==> config.mk <==
export PLATFORM = sky130hd
export DESIGN_NAME = ipc_top
export DESIGN_NICKNAME = d
export VERILOG_FILES = /design/src/rtl/ipc_top.v
export VERILOG_INCLUDE_DIRS = /design/src /design/src/rtl
export SDC_FILE = /design/constraint.sdc
export NUM_CORES = 1
export LEC_CHECK = 0
export BUFFER_PORTS_ARGS = -buffer_cell sky130_fd_sc_hd__buf_2
export CAP_MARGIN = 25
export CORE_AREA = 2 2 184 186
export CTS_CLUSTER_DIAMETER = 120
export CTS_CLUSTER_SIZE = 14
export DETAILED_ROUTE_END_ITERATION = 8
export DIE_AREA = 0 0 186 188
export HOLD_SLACK_MARGIN = 0.06
export MAX_ROUTING_LAYER = met4
export PLACE_DENSITY = 0.6
export SLEW_MARGIN = 10
export SYNTH_ARGS = -nofsm -noshare
export SYNTH_HDL_FRONTEND = slang
export SYNTH_SLANG_ARGS = --single-unit
==> constraint.sdc <==
create_clock -name mclk_i -period 3.7 [get_ports mclk_i]
set_input_delay 0.555 -clock mclk_i [delete_from_list [all_inputs] [get_ports mclk_i]]
set_output_delay 0.555 -clock mclk_i [all_outputs]
set_load 0.02 [all_outputs]
==> src/rtl/ipc_regs.vh <==
// Register map, field positions and reset values of the interrupt priority block
`ifndef IPC_REGS_VH
`define IPC_REGS_VH

// Byte offsets on the register bus
`define IPC_OFS_PRIO_A     8'h00
`define IPC_OFS_PRIO_B     8'h04
`define IPC_OFS_PRIO_C     8'h08
`define IPC_OFS_PRIO_D     8'h0C
`define IPC_OFS_PRIO_E     8'h10
`define IPC_OFS_MAIN       8'h14
`define IPC_OFS_SECOND     8'h18
`define IPC_OFS_THIRD      8'h1C
`define IPC_OFS_PIN_CHG    8'h20
`define IPC_OFS_CFG        8'h24
`define IPC_OFS_STATUS     8'h28

// Writable masks and reset values
`define IPC_MSK_PRIO_A     8'h7F
`define IPC_RST_PRIO_A     8'h7F
`define IPC_RST_PRIO_B     8'hFF
`define IPC_RST_PRIO_C     8'h00
`define IPC_MSK_PRIO_DE    8'h07
`define IPC_RST_PRIO_DE    8'h00
`define IPC_RST_MAIN       8'h00
`define IPC_MSK_SECOND     8'h75
`define IPC_RST_SECOND     8'h75
`define IPC_MSK_THIRD      8'hDB
`define IPC_RST_THIRD      8'hC0
`define IPC_MSK_PIN_CHG    8'hF0
`define IPC_RST_PIN_CHG    8'h00
`define IPC_MSK_CFG        8'h81
`define IPC_RST_CFG        8'h00

// Main control bits
`define IPC_MAIN_GH        7
`define IPC_MAIN_GL        6
`define IPC_MAIN_T0E       5
`define IPC_MAIN_E0E       4
`define IPC_MAIN_PCE       3
`define IPC_MAIN_T0F       2
`define IPC_MAIN_E0F       1
`define IPC_MAIN_PCF       0
// Second control bits
`define IPC_SEC_EDG0       6
`define IPC_SEC_EDG1       5
`define IPC_SEC_EDG2       4
`define IPC_SEC_T0P        2
`define IPC_SEC_PCP        0
// Third control bits
`define IPC_THR_E2P        7
`define IPC_THR_E1P        6
`define IPC_THR_E2E        4
`define IPC_THR_E1E        3
`define IPC_THR_E2F        1
`define IPC_THR_E1F        0
// Configuration bits
`define IPC_CFG_PMODE      7
`define IPC_CFG_T16        0

`define IPC_T8_MAX         8'hFF
`define IPC_T16_MAX        16'hFFFF
`define IPC_NPER           29
`define IPC_PCW            21
`define IPC_SPW            3

`endif

==> src/rtl/ipc_top.v <==
// Interrupt priority, external pin, timer-zero and port-change interrupt controller
//
// The Avalon-MM register port and the address map were chosen for this implementation.
`timescale 1ns/10ps
`include "ipc_regs.vh"

module ipc_top (
	input  wire                   mclk_i,
	input  wire                   rstn_i,
	input  wire [7:0]             avs_address_i,
	input  wire                   avs_read_i,
	input  wire                   avs_write_i,
	input  wire [31:0]            avs_writedata_i,
	output reg  [31:0]            avs_readdata_o,
	output reg                    avs_waitrequest_o,
	input  wire [2:0]             ext_pin_i,
	input  wire [3:0]             port_hi_i,
	input  wire [15:0]            timer_count_i,
	input  wire [`IPC_NPER-1:0]   per_req_i,
	input  wire                   sleep_i,
	input  wire                   entry_i,
	input  wire                   return_i,
	input  wire [`IPC_PCW-1:0]    pc_i,
	input  wire [7:0]             working_register_i,
	input  wire [7:0]             status_i,
	input  wire [7:0]             bsr_i,
	output reg                    irq_high_o,
	output reg                    irq_low_o,
	output reg                    wake_o,
	output reg  [`IPC_PCW-1:0]    ret_pc_o,
	output reg  [7:0]             shadow_working_register_o,
	output reg  [7:0]             shadow_status_o,
	output reg  [7:0]             shadow_bsr_o
);

	reg  [7:0]            prio_a_q;
	reg  [7:0]            prio_b_q;
	reg  [7:0]            prio_c_q;
	reg  [7:0]            prio_d_q;
	reg  [7:0]            prio_e_q;
	reg  [7:0]            main_q;
	reg  [7:0]            second_q;
	reg  [7:0]            third_q;
	reg  [7:0]            pin_chg_q;
	reg  [7:0]            cfg_q;
	reg  [31:0]           rdata_d;
	reg  [2:0]            ext_s1_q;
	reg  [2:0]            ext_s2_q;
	reg  [2:0]            ext_s3_q;
	reg  [3:0]            pb_s1_q;
	reg  [3:0]            pb_s2_q;
	reg  [3:0]            pb_s3_q;
	reg  [15:0]           tprev_q;
	reg                   sleep_q;
	reg  [2:0]            snap_q;
	reg  [`IPC_SPW-1:0]   sp_q;
	reg  [`IPC_PCW-1:0]   stack_mem [0:(1<<`IPC_SPW)-1];

	wire                  wr_en;
	wire                  rd_en;
	wire [2:0]            edge_sel;
	wire [2:0]            ext_rise;
	wire [2:0]            ext_fall;
	wire [2:0]            ext_hit;
	wire [3:0]            pb_chg;
	wire                  t0_ovf;
	wire                  pmode;
	wire [`IPC_NPER-1:0]  prio_vec;
	wire [2:0]            ext_flags;
	wire [2:0]            ext_ens;
	wire                  e0_req;
	wire                  e1_req;
	wire                  e2_req;
	wire                  t0_req;
	wire                  pc_req;
	wire                  gh;
	wire                  gl;
	wire                  hi_any;
	wire                  lo_any;
	wire                  one_any;
	wire [`IPC_SPW-1:0]   sp_dec;

	// Masked write with write-enable, shared by all plain registers
	function [7:0] wmerge;
		input [7:0] cur;
		input [7:0] wd;
		input [7:0] msk;
		input       we;
		begin
			wmerge = we ? (wd & msk) : cur;
		end
	endfunction

	// Bus: one wait state, effect at the edge where waitrequest is low
	assign wr_en = avs_write_i & ~avs_waitrequest_o;
	assign rd_en = avs_read_i | avs_write_i;

	always @(posedge mclk_i or negedge rstn_i) begin
		if (!rstn_i) begin
			avs_waitrequest_o <= 1'b1;
			avs_readdata_o    <= 32'h0000_0000;
		end else begin
			if (rd_en && avs_waitrequest_o) begin
				avs_waitrequest_o <= 1'b0;
			end else begin
				avs_waitrequest_o <= 1'b1;
			end
			avs_readdata_o <= rdata_d;
		end
	end

	always @* begin
		rdata_d = 32'h0000_0000;
		case (avs_address_i)
			`IPC_OFS_PRIO_A:  rdata_d[7:0] = prio_a_q & `IPC_MSK_PRIO_A;
			`IPC_OFS_PRIO_B:  rdata_d[7:0] = prio_b_q;
			`IPC_OFS_PRIO_C:  rdata_d[7:0] = prio_c_q;
			`IPC_OFS_PRIO_D:  rdata_d[7:0] = prio_d_q & `IPC_MSK_PRIO_DE;
			`IPC_OFS_PRIO_E:  rdata_d[7:0] = prio_e_q & `IPC_MSK_PRIO_DE;
			`IPC_OFS_MAIN:    rdata_d[7:0] = main_q;
			`IPC_OFS_SECOND:  rdata_d[7:0] = second_q;
			`IPC_OFS_THIRD:   rdata_d[7:0] = third_q;
			`IPC_OFS_PIN_CHG: rdata_d[7:0] = pin_chg_q;
			`IPC_OFS_CFG:     rdata_d[7:0] = cfg_q;
			`IPC_OFS_STATUS:  rdata_d[7:0] = {1'b0, sp_q, wake_o, sleep_q, irq_low_o, irq_high_o};
			default:          rdata_d = 32'h0000_0000;
		endcase
	end

	// Pin synchronisers; third stage only feeds edge detection
	always @(posedge mclk_i or negedge rstn_i) begin
		if (!rstn_i) begin
			ext_s1_q <= 3'h0;
			ext_s2_q <= 3'h0;
			ext_s3_q <= 3'h0;
			pb_s1_q  <= 4'h0;
			pb_s2_q  <= 4'h0;
			pb_s3_q  <= 4'h0;
			tprev_q  <= 16'h0000;
		end else begin
			ext_s1_q <= ext_pin_i;
			ext_s2_q <= ext_s1_q;
			ext_s3_q <= ext_s2_q;
			pb_s1_q  <= port_hi_i;
			pb_s2_q  <= pb_s1_q;
			pb_s3_q  <= pb_s2_q;
			tprev_q  <= timer_count_i;
		end
	end

	assign edge_sel = {second_q[`IPC_SEC_EDG2], second_q[`IPC_SEC_EDG1], second_q[`IPC_SEC_EDG0]};
	assign ext_rise = ext_s2_q & ~ext_s3_q;
	assign ext_fall = ~ext_s2_q & ext_s3_q;
	assign ext_hit  = (edge_sel & ext_rise) | (~edge_sel & ext_fall);

	// change on enabled upper port pins
	assign pb_chg = (pb_s2_q ^ pb_s3_q) & pin_chg_q[7:4];

	assign t0_ovf = cfg_q[`IPC_CFG_T16] ?
		((tprev_q == `IPC_T16_MAX) && (timer_count_i == 16'h0000)) :
		((tprev_q[7:0] == `IPC_T8_MAX) && (timer_count_i[7:0] == 8'h00));

	// Register file; hardware set wins over a software write in the same cycle
	always @(posedge mclk_i or negedge rstn_i) begin
		if (!rstn_i) begin
			prio_a_q  <= `IPC_RST_PRIO_A;
			prio_b_q  <= `IPC_RST_PRIO_B;
			prio_c_q  <= `IPC_RST_PRIO_C;
			prio_d_q  <= `IPC_RST_PRIO_DE;
			prio_e_q  <= `IPC_RST_PRIO_DE;
			main_q    <= `IPC_RST_MAIN;
			second_q  <= `IPC_RST_SECOND;
			third_q   <= `IPC_RST_THIRD;
			pin_chg_q <= `IPC_RST_PIN_CHG;
			cfg_q     <= `IPC_RST_CFG;
		end else begin
			prio_a_q  <= wmerge(prio_a_q, avs_writedata_i[7:0], `IPC_MSK_PRIO_A,
				wr_en && (avs_address_i == `IPC_OFS_PRIO_A));
			prio_b_q  <= wmerge(prio_b_q, avs_writedata_i[7:0], 8'hFF,
				wr_en && (avs_address_i == `IPC_OFS_PRIO_B));
			prio_c_q  <= wmerge(prio_c_q, avs_writedata_i[7:0], 8'hFF,
				wr_en && (avs_address_i == `IPC_OFS_PRIO_C));
			prio_d_q  <= wmerge(prio_d_q, avs_writedata_i[7:0], `IPC_MSK_PRIO_DE,
				wr_en && (avs_address_i == `IPC_OFS_PRIO_D));
			prio_e_q  <= wmerge(prio_e_q, avs_writedata_i[7:0], `IPC_MSK_PRIO_DE,
				wr_en && (avs_address_i == `IPC_OFS_PRIO_E));
			second_q  <= wmerge(second_q, avs_writedata_i[7:0], `IPC_MSK_SECOND,
				wr_en && (avs_address_i == `IPC_OFS_SECOND));
			pin_chg_q <= wmerge(pin_chg_q, avs_writedata_i[7:0], `IPC_MSK_PIN_CHG,
				wr_en && (avs_address_i == `IPC_OFS_PIN_CHG));
			cfg_q     <= wmerge(cfg_q, avs_writedata_i[7:0], `IPC_MSK_CFG,
				wr_en && (avs_address_i == `IPC_OFS_CFG));
			// flags set by hardware, cleared only by software
			main_q    <= wmerge(main_q, avs_writedata_i[7:0], 8'hFF,
				wr_en && (avs_address_i == `IPC_OFS_MAIN))
				| ({7'h00, ext_hit[0]} << `IPC_MAIN_E0F)
				| ({7'h00, t0_ovf} << `IPC_MAIN_T0F)
				| ({7'h00, |pb_chg} << `IPC_MAIN_PCF);
			third_q   <= wmerge(third_q, avs_writedata_i[7:0], `IPC_MSK_THIRD,
				wr_en && (avs_address_i == `IPC_OFS_THIRD))
				| ({7'h00, ext_hit[1]} << `IPC_THR_E1F)
				| ({7'h00, ext_hit[2]} << `IPC_THR_E2F);
		end
	end

	assign pmode    = cfg_q[`IPC_CFG_PMODE];
	assign gh       = main_q[`IPC_MAIN_GH];
	assign gl       = main_q[`IPC_MAIN_GL];
	assign prio_vec = {prio_e_q[2:0], prio_d_q[2:0], prio_c_q, prio_b_q, prio_a_q[6:0]};
	assign ext_flags = {third_q[`IPC_THR_E2F], third_q[`IPC_THR_E1F], main_q[`IPC_MAIN_E0F]};
	assign ext_ens   = {third_q[`IPC_THR_E2E], third_q[`IPC_THR_E1E], main_q[`IPC_MAIN_E0E]};

	// pin requests gated by their enables
	assign e0_req = ext_flags[0] & ext_ens[0];
	assign e1_req = ext_flags[1] & ext_ens[1];
	assign e2_req = ext_flags[2] & ext_ens[2];
	assign t0_req = main_q[`IPC_MAIN_T0F] & main_q[`IPC_MAIN_T0E];
	assign pc_req = main_q[`IPC_MAIN_PCF] & main_q[`IPC_MAIN_PCE];

	// split by priority bit; pin zero always high
	assign hi_any = e0_req
		| (e1_req & third_q[`IPC_THR_E1P])
		| (e2_req & third_q[`IPC_THR_E2P])
		| (t0_req & second_q[`IPC_SEC_T0P])
		| (pc_req & second_q[`IPC_SEC_PCP])
		| (|(per_req_i & prio_vec));
	assign lo_any = (e1_req & ~third_q[`IPC_THR_E1P])
		| (e2_req & ~third_q[`IPC_THR_E2P])
		| (t0_req & ~second_q[`IPC_SEC_T0P])
		| (pc_req & ~second_q[`IPC_SEC_PCP])
		| (|(per_req_i & ~prio_vec));
	// single level; peripherals need the peripheral enable
	assign one_any = e0_req | e1_req | e2_req | t0_req | pc_req | (gl & (|per_req_i));

	always @(posedge mclk_i or negedge rstn_i) begin
		if (!rstn_i) begin
			irq_high_o <= 1'b0;
			irq_low_o  <= 1'b0;
			sleep_q    <= 1'b0;
			snap_q     <= 3'h0;
			wake_o     <= 1'b0;
		end else begin
			// vectoring needs global high enable, also after wake-up
			if (pmode) begin
				irq_high_o <= gh & hi_any;
				irq_low_o  <= gh & gl & lo_any;
			end else begin
				irq_high_o <= gh & one_any;
				irq_low_o  <= 1'b0;
			end
			sleep_q <= sleep_i;
			// enables captured on entry into the low-power mode
			if (sleep_i && !sleep_q) begin
				snap_q <= ext_ens;
			end
			wake_o <= sleep_q & sleep_i & (|(snap_q & ext_ens & ext_flags));
		end
	end

	// return address stack; wraps on overflow like the core stack pointer
	assign sp_dec = sp_q - 1'b1;

	always @(posedge mclk_i) begin
		if (entry_i) begin
			stack_mem[sp_q] <= pc_i;
		end
	end

	always @(posedge mclk_i or negedge rstn_i) begin
		if (!rstn_i) begin
			sp_q            <= {`IPC_SPW{1'b0}};
			ret_pc_o        <= {`IPC_PCW{1'b0}};
			shadow_working_register_o   <= 8'h00;
			shadow_status_o <= 8'h00;
			shadow_bsr_o    <= 8'h00;
		end else begin
			// push and fast context copy on entry
			if (entry_i) begin
				sp_q            <= sp_q + 1'b1;
				shadow_working_register_o   <= working_register_i;
				shadow_status_o <= status_i;
				shadow_bsr_o    <= bsr_i;
			end else if (return_i) begin
				sp_q     <= sp_dec;
				ret_pc_o <= stack_mem[sp_dec];
			end
		end
	end

endmodule // ipc_top

==> flow_metrics.env <==
export IMPL_run_status="finished, final reports clean"
export IMPL_clkTransAtPathRegs_ns=0.07
export IMPL_die_height_um=188
export IMPL_hold_worst_slack_ns=0.117
export IMPL_placed_cells=1410
export IMPL_ys_seq_area_frac=0.686
export IMPL_place_congestion=0.896
export IMPL_rr_startpoint="sp_q[1]$_DFFE_PN0P_"
export IMPL_drive_above_1_share=0.387
export IMPL_cts_buffer_depth=3
export IMPL_io_buffers=176
export IMPL_slew_headroom=0.418
export IMPL_dr_wl_met3_mm=1.87
export IMPL_path_depth=6
export IMPL_wl_met2_mm=14.7
export IMPL_worst_setup_path_start_kind="flop"
export IMPL_slowest_delay_ns=0.71
export IMPL_final_hold_viol_count=0
export IMPL_critPathLaunch="sp_q[1]$_DFFE_PN0P_"
export IMPL_hp_class="in2reg"
export IMPL_synthCells=795
export IMPL_ys_top_cells_by_count="edfxtp_1 (168), dfrtp_1 (132), mux2_2 (63)"
export IMPL_path_max_fanout=25
export IMPL_internal_power_mw=6.83
export IMPL_finClkSkew_ns=0.0236
export IMPL_finalCritPeriodShare=0.654
export IMPL_hpwl_mm=20.5
export IMPL_power_mw=9.73
export IMPL_fmax_mhz=413
export IMPL_rows=67
export IMPL_viasPerCell=5.17
export IMPL_path_buf_inv=2
export IMPL_critPathKind="reg2reg"
export IMPL_p_seq_frac=0.459
export IMPL_dp_slack_ns=1.14
export IMPL_maxSlewViolCount=0
export IMPL_cts_tree="yes"
export IMPL_yosys_area_top_type_share=0.386
export IMPL_synthArstFlopShare=0.480
export IMPL_wl_mm=30.8
export IMPL_crit_slowest_cell="ha_2"
export IMPL_drc=0
export IMPL_avgSynthCellArea_sq_um=16.4
export IMPL_cts_buffers=27
export IMPL_layout_nets=1138
export IMPL_r2r_slack_ns=1.28
export IMPL_cp_required_ns=4.11
export IMPL_grt_pass1_vias=7730
export IMPL_cp_end_kind="flop"
export IMPL_worst_ep_arrival_time_ns=2.83
export IMPL_grt_usage=0.183
export IMPL_die_width_um=186
export IMPL_drt_met1_wl_mm=13.5
export IMPL_p_switching_mw=2.90
export IMPL_htree_levels=1
export IMPL_rsz0062_at_grt="false"
export IMPL_num_io_pins=225
export IMPL_reg2reg_to="ret_pc_o[20]$_DFFE_PN0P_"
export IMPL_p_sw_frac=0.298
export IMPL_num_vias=7574
export IMPL_clk_latency_ns=0.56
export IMPL_synth_area_leaders="edfxtp_1 (39%), dfrtp_1 (25%), mux4_2 (7.2%), mux2_2 (5.4%), dfstp_2 (4.6%)"
export IMPL_layout_setup_ws_ns=1.28
export IMPL_peakVddDrop_mv=0.472
export IMPL_firstDrtPassIters=6
export IMPL_p_comb_frac=0.268
export IMPL_cts_setup_buffers=0
export IMPL_grt_max_degree=69
export IMPL_cts_num_sinks=323
export IMPL_avgRoutedWirePerCell_um=21.0
export IMPL_setup_tns_ns=0
export IMPL_drt_iter0_drc=573
export IMPL_cts_root_buf="clkbuf_16"
export IMPL_ys_flop_type="edfxtp_1"
export IMPL_core_sq_mm=0.0331
export IMPL_antenna_found_initial=4
export IMPL_synth_edf_count=168
export IMPL_power_frac_clock=0.273
export IMPL_yosysWarnings=0
export IMPL_initial_core_util=0.394
export IMPL_finalSetupViolCount=0
export IMPL_power_leakage_nw=6.20
export IMPL_power_density_mw_per_mm2=635
export IMPL_path_delay_family="adder cells"
export IMPL_synth_cell_types=54
export IMPL_top_layer_used="met4"
export IMPL_final_antenna_net_count=0
export IMPL_cp_cell_sequence="inv_1, ha_2, buf_12, mux4_2, mux2i_1, o21ai_0"
export IMPL_area_growth_pct=17.3
export IMPL_stdcell_count=1465
export IMPL_drv_cap=0
export IMPL_synth_seq_cells=323
export IMPL_worstRegToRegCells=6
export IMPL_die_area_sq_mm=0.0350
export IMPL_grt_pass1_wl_mm=46.7
export IMPL_yosysMostFrequentCell="edfxtp_1"
export IMPL_post_route_min_period_ns=2.42
export IMPL_synth_largest_area_cell="edfxtp_1"
export IMPL_syn_area_sq_mm=0.0131
export IMPL_worst_pin_slew_ns=0.872
export IMPL_endpoint="ret_pc_o[20]$_DFFE_PN0P_"
export IMPL_grt_overflow_total=0
-- timing repair --
item                                    4_1_cts  5_1_grt
resized for setup                             0        0
hold buffers                                  1        0
endpoints found under the setup margin        0        0
hold endpoints to repair                     36        0
-- how the worst min path moves through the flow --
stage | to | cells after the start | from | slack, ns
after global routing | pb_s1_q[1]$_DFF_PN0_ | 1 | port_hi_i[1] | 0.09
after global placement | pb_s2_q[0]$_DFF_PN0_ | 0 | pb_s1_q[0]$_DFF_PN0_ | 0.33
final | pb_s1_q[0]$_DFF_PN0_ | 1 | port_hi_i[0] | 0.12
after detailed placement | pb_s2_q[1]$_DFF_PN0_ | 0 | pb_s1_q[1]$_DFF_PN0_ | 0.33
after floorplan | avs_readdata_o[0]$_DFF_PN0_ | 0 | rstn_i | 0.26
after CTS | pb_s1_q[1]$_DFF_PN0_ | 1 | port_hi_i[1] | 0.09
-- power groups by stage --
stage | sequential, mW | clock (mW) | combinational (mW)
final | 4.47 | 2.66 | 2.60
after global routing | 4.51 | 2.89 | 2.85
after CTS | 4.48 | 2.74 | 2.70
after detailed placement | 4.55 | 0 | 2.68
after global placement | 4.53 | 0 | 2.66
after floorplan | 4.64 | 0 | 1.68
-- layout by cell type, fill, tap and decap left out, types with 4 or more instances in the layout --
cell type and count:
nor2_4 4, o21ai_0 25, clkbuf_16 27, buf_2 175, dfrtp_1 131, edfxtp_1 168, a221oi_1 4, mux2_2 63
nand4_1 14, nor2_2 6, a22oi_1 26, mux2_4 13, nor3_1 6, nand2_1 47, o22ai_1 14, nor2_1 9
diode_2 4, mux4_2 42, nand2b_1 5, dfstp_2 23, inv_1 30, buf_4 13, nor4_1 11, conb_1 24
clkbuf_1 20, nand3_1 17, xor2_1 5, a222oi_1 6, mux2i_1 25, a22o_1 9
-- sequential cells by signal, indices dropped and copies added, names as in the netlist, 5 cells and up --
signal / count
stack_mem: 168
ret_pc_o: 21
tprev_q: 16
avs_readdata_o: 8
main_q: 8
prio_b_q: 8
prio_c_q: 8
shadow_bsr_o: 8
shadow_status_o: 8
shadow_working_register_o: 8
prio_a_q: 7
third_q: 6
second_q: 5
-- through the flow --
step / area, sq um / util
2_1_floorplan: 13100 / -
3_3_place_gp: 14500 / 0.438
3_5_place_dp: 14500 / 0.438
4_1_cts: 15300 / 0.462
5_1_grt: 15300 / 0.463
6_report: 15300 / 0.463
-- cells by family after synthesis --
| logic type | after synthesis | synth area share |
|---|---|---|
| other | 1 | 0.000287 |
| AND/OR/NAND/NOR | 147 | 0.0654 |
| buffers and inverters | 78 | 0.0304 |
| adder cells (fa/ha/maj) | 2 | 0.00192 |
| XOR/XNOR | 7 | 0.00470 |
| multiplexers | 143 | 0.161 |
| AO/OA/AOI/OAI | 94 | 0.0508 |
| flip-flops | 323 | 0.686 |
-- per-layer routing --
layer / GRT usage / up-vias
li1: - / 3407
met1: 0.242 / 3866
met2: 0.297 / 256
met3: 0.0338 / 45
met4: 0.0385 / 0
met5: - / -
-- cell type report --
| class | instances | area (sq um) |
|---|---|---|
| diodes | 4 | 10.0 |
| fillers | 2944 | 17800 |
| inverters | 30 | 113 |
| flip-flops and latches | 323 | 8950 |
| repair buffers | 193 | 1050 |
| well taps | 448 | 561 |
| clock inverters | 3 | 37.5 |
| multi-input cells | 417 | 3840 |
| clock buffers | 47 | 751 |
(Power assumes the default switching activity.)
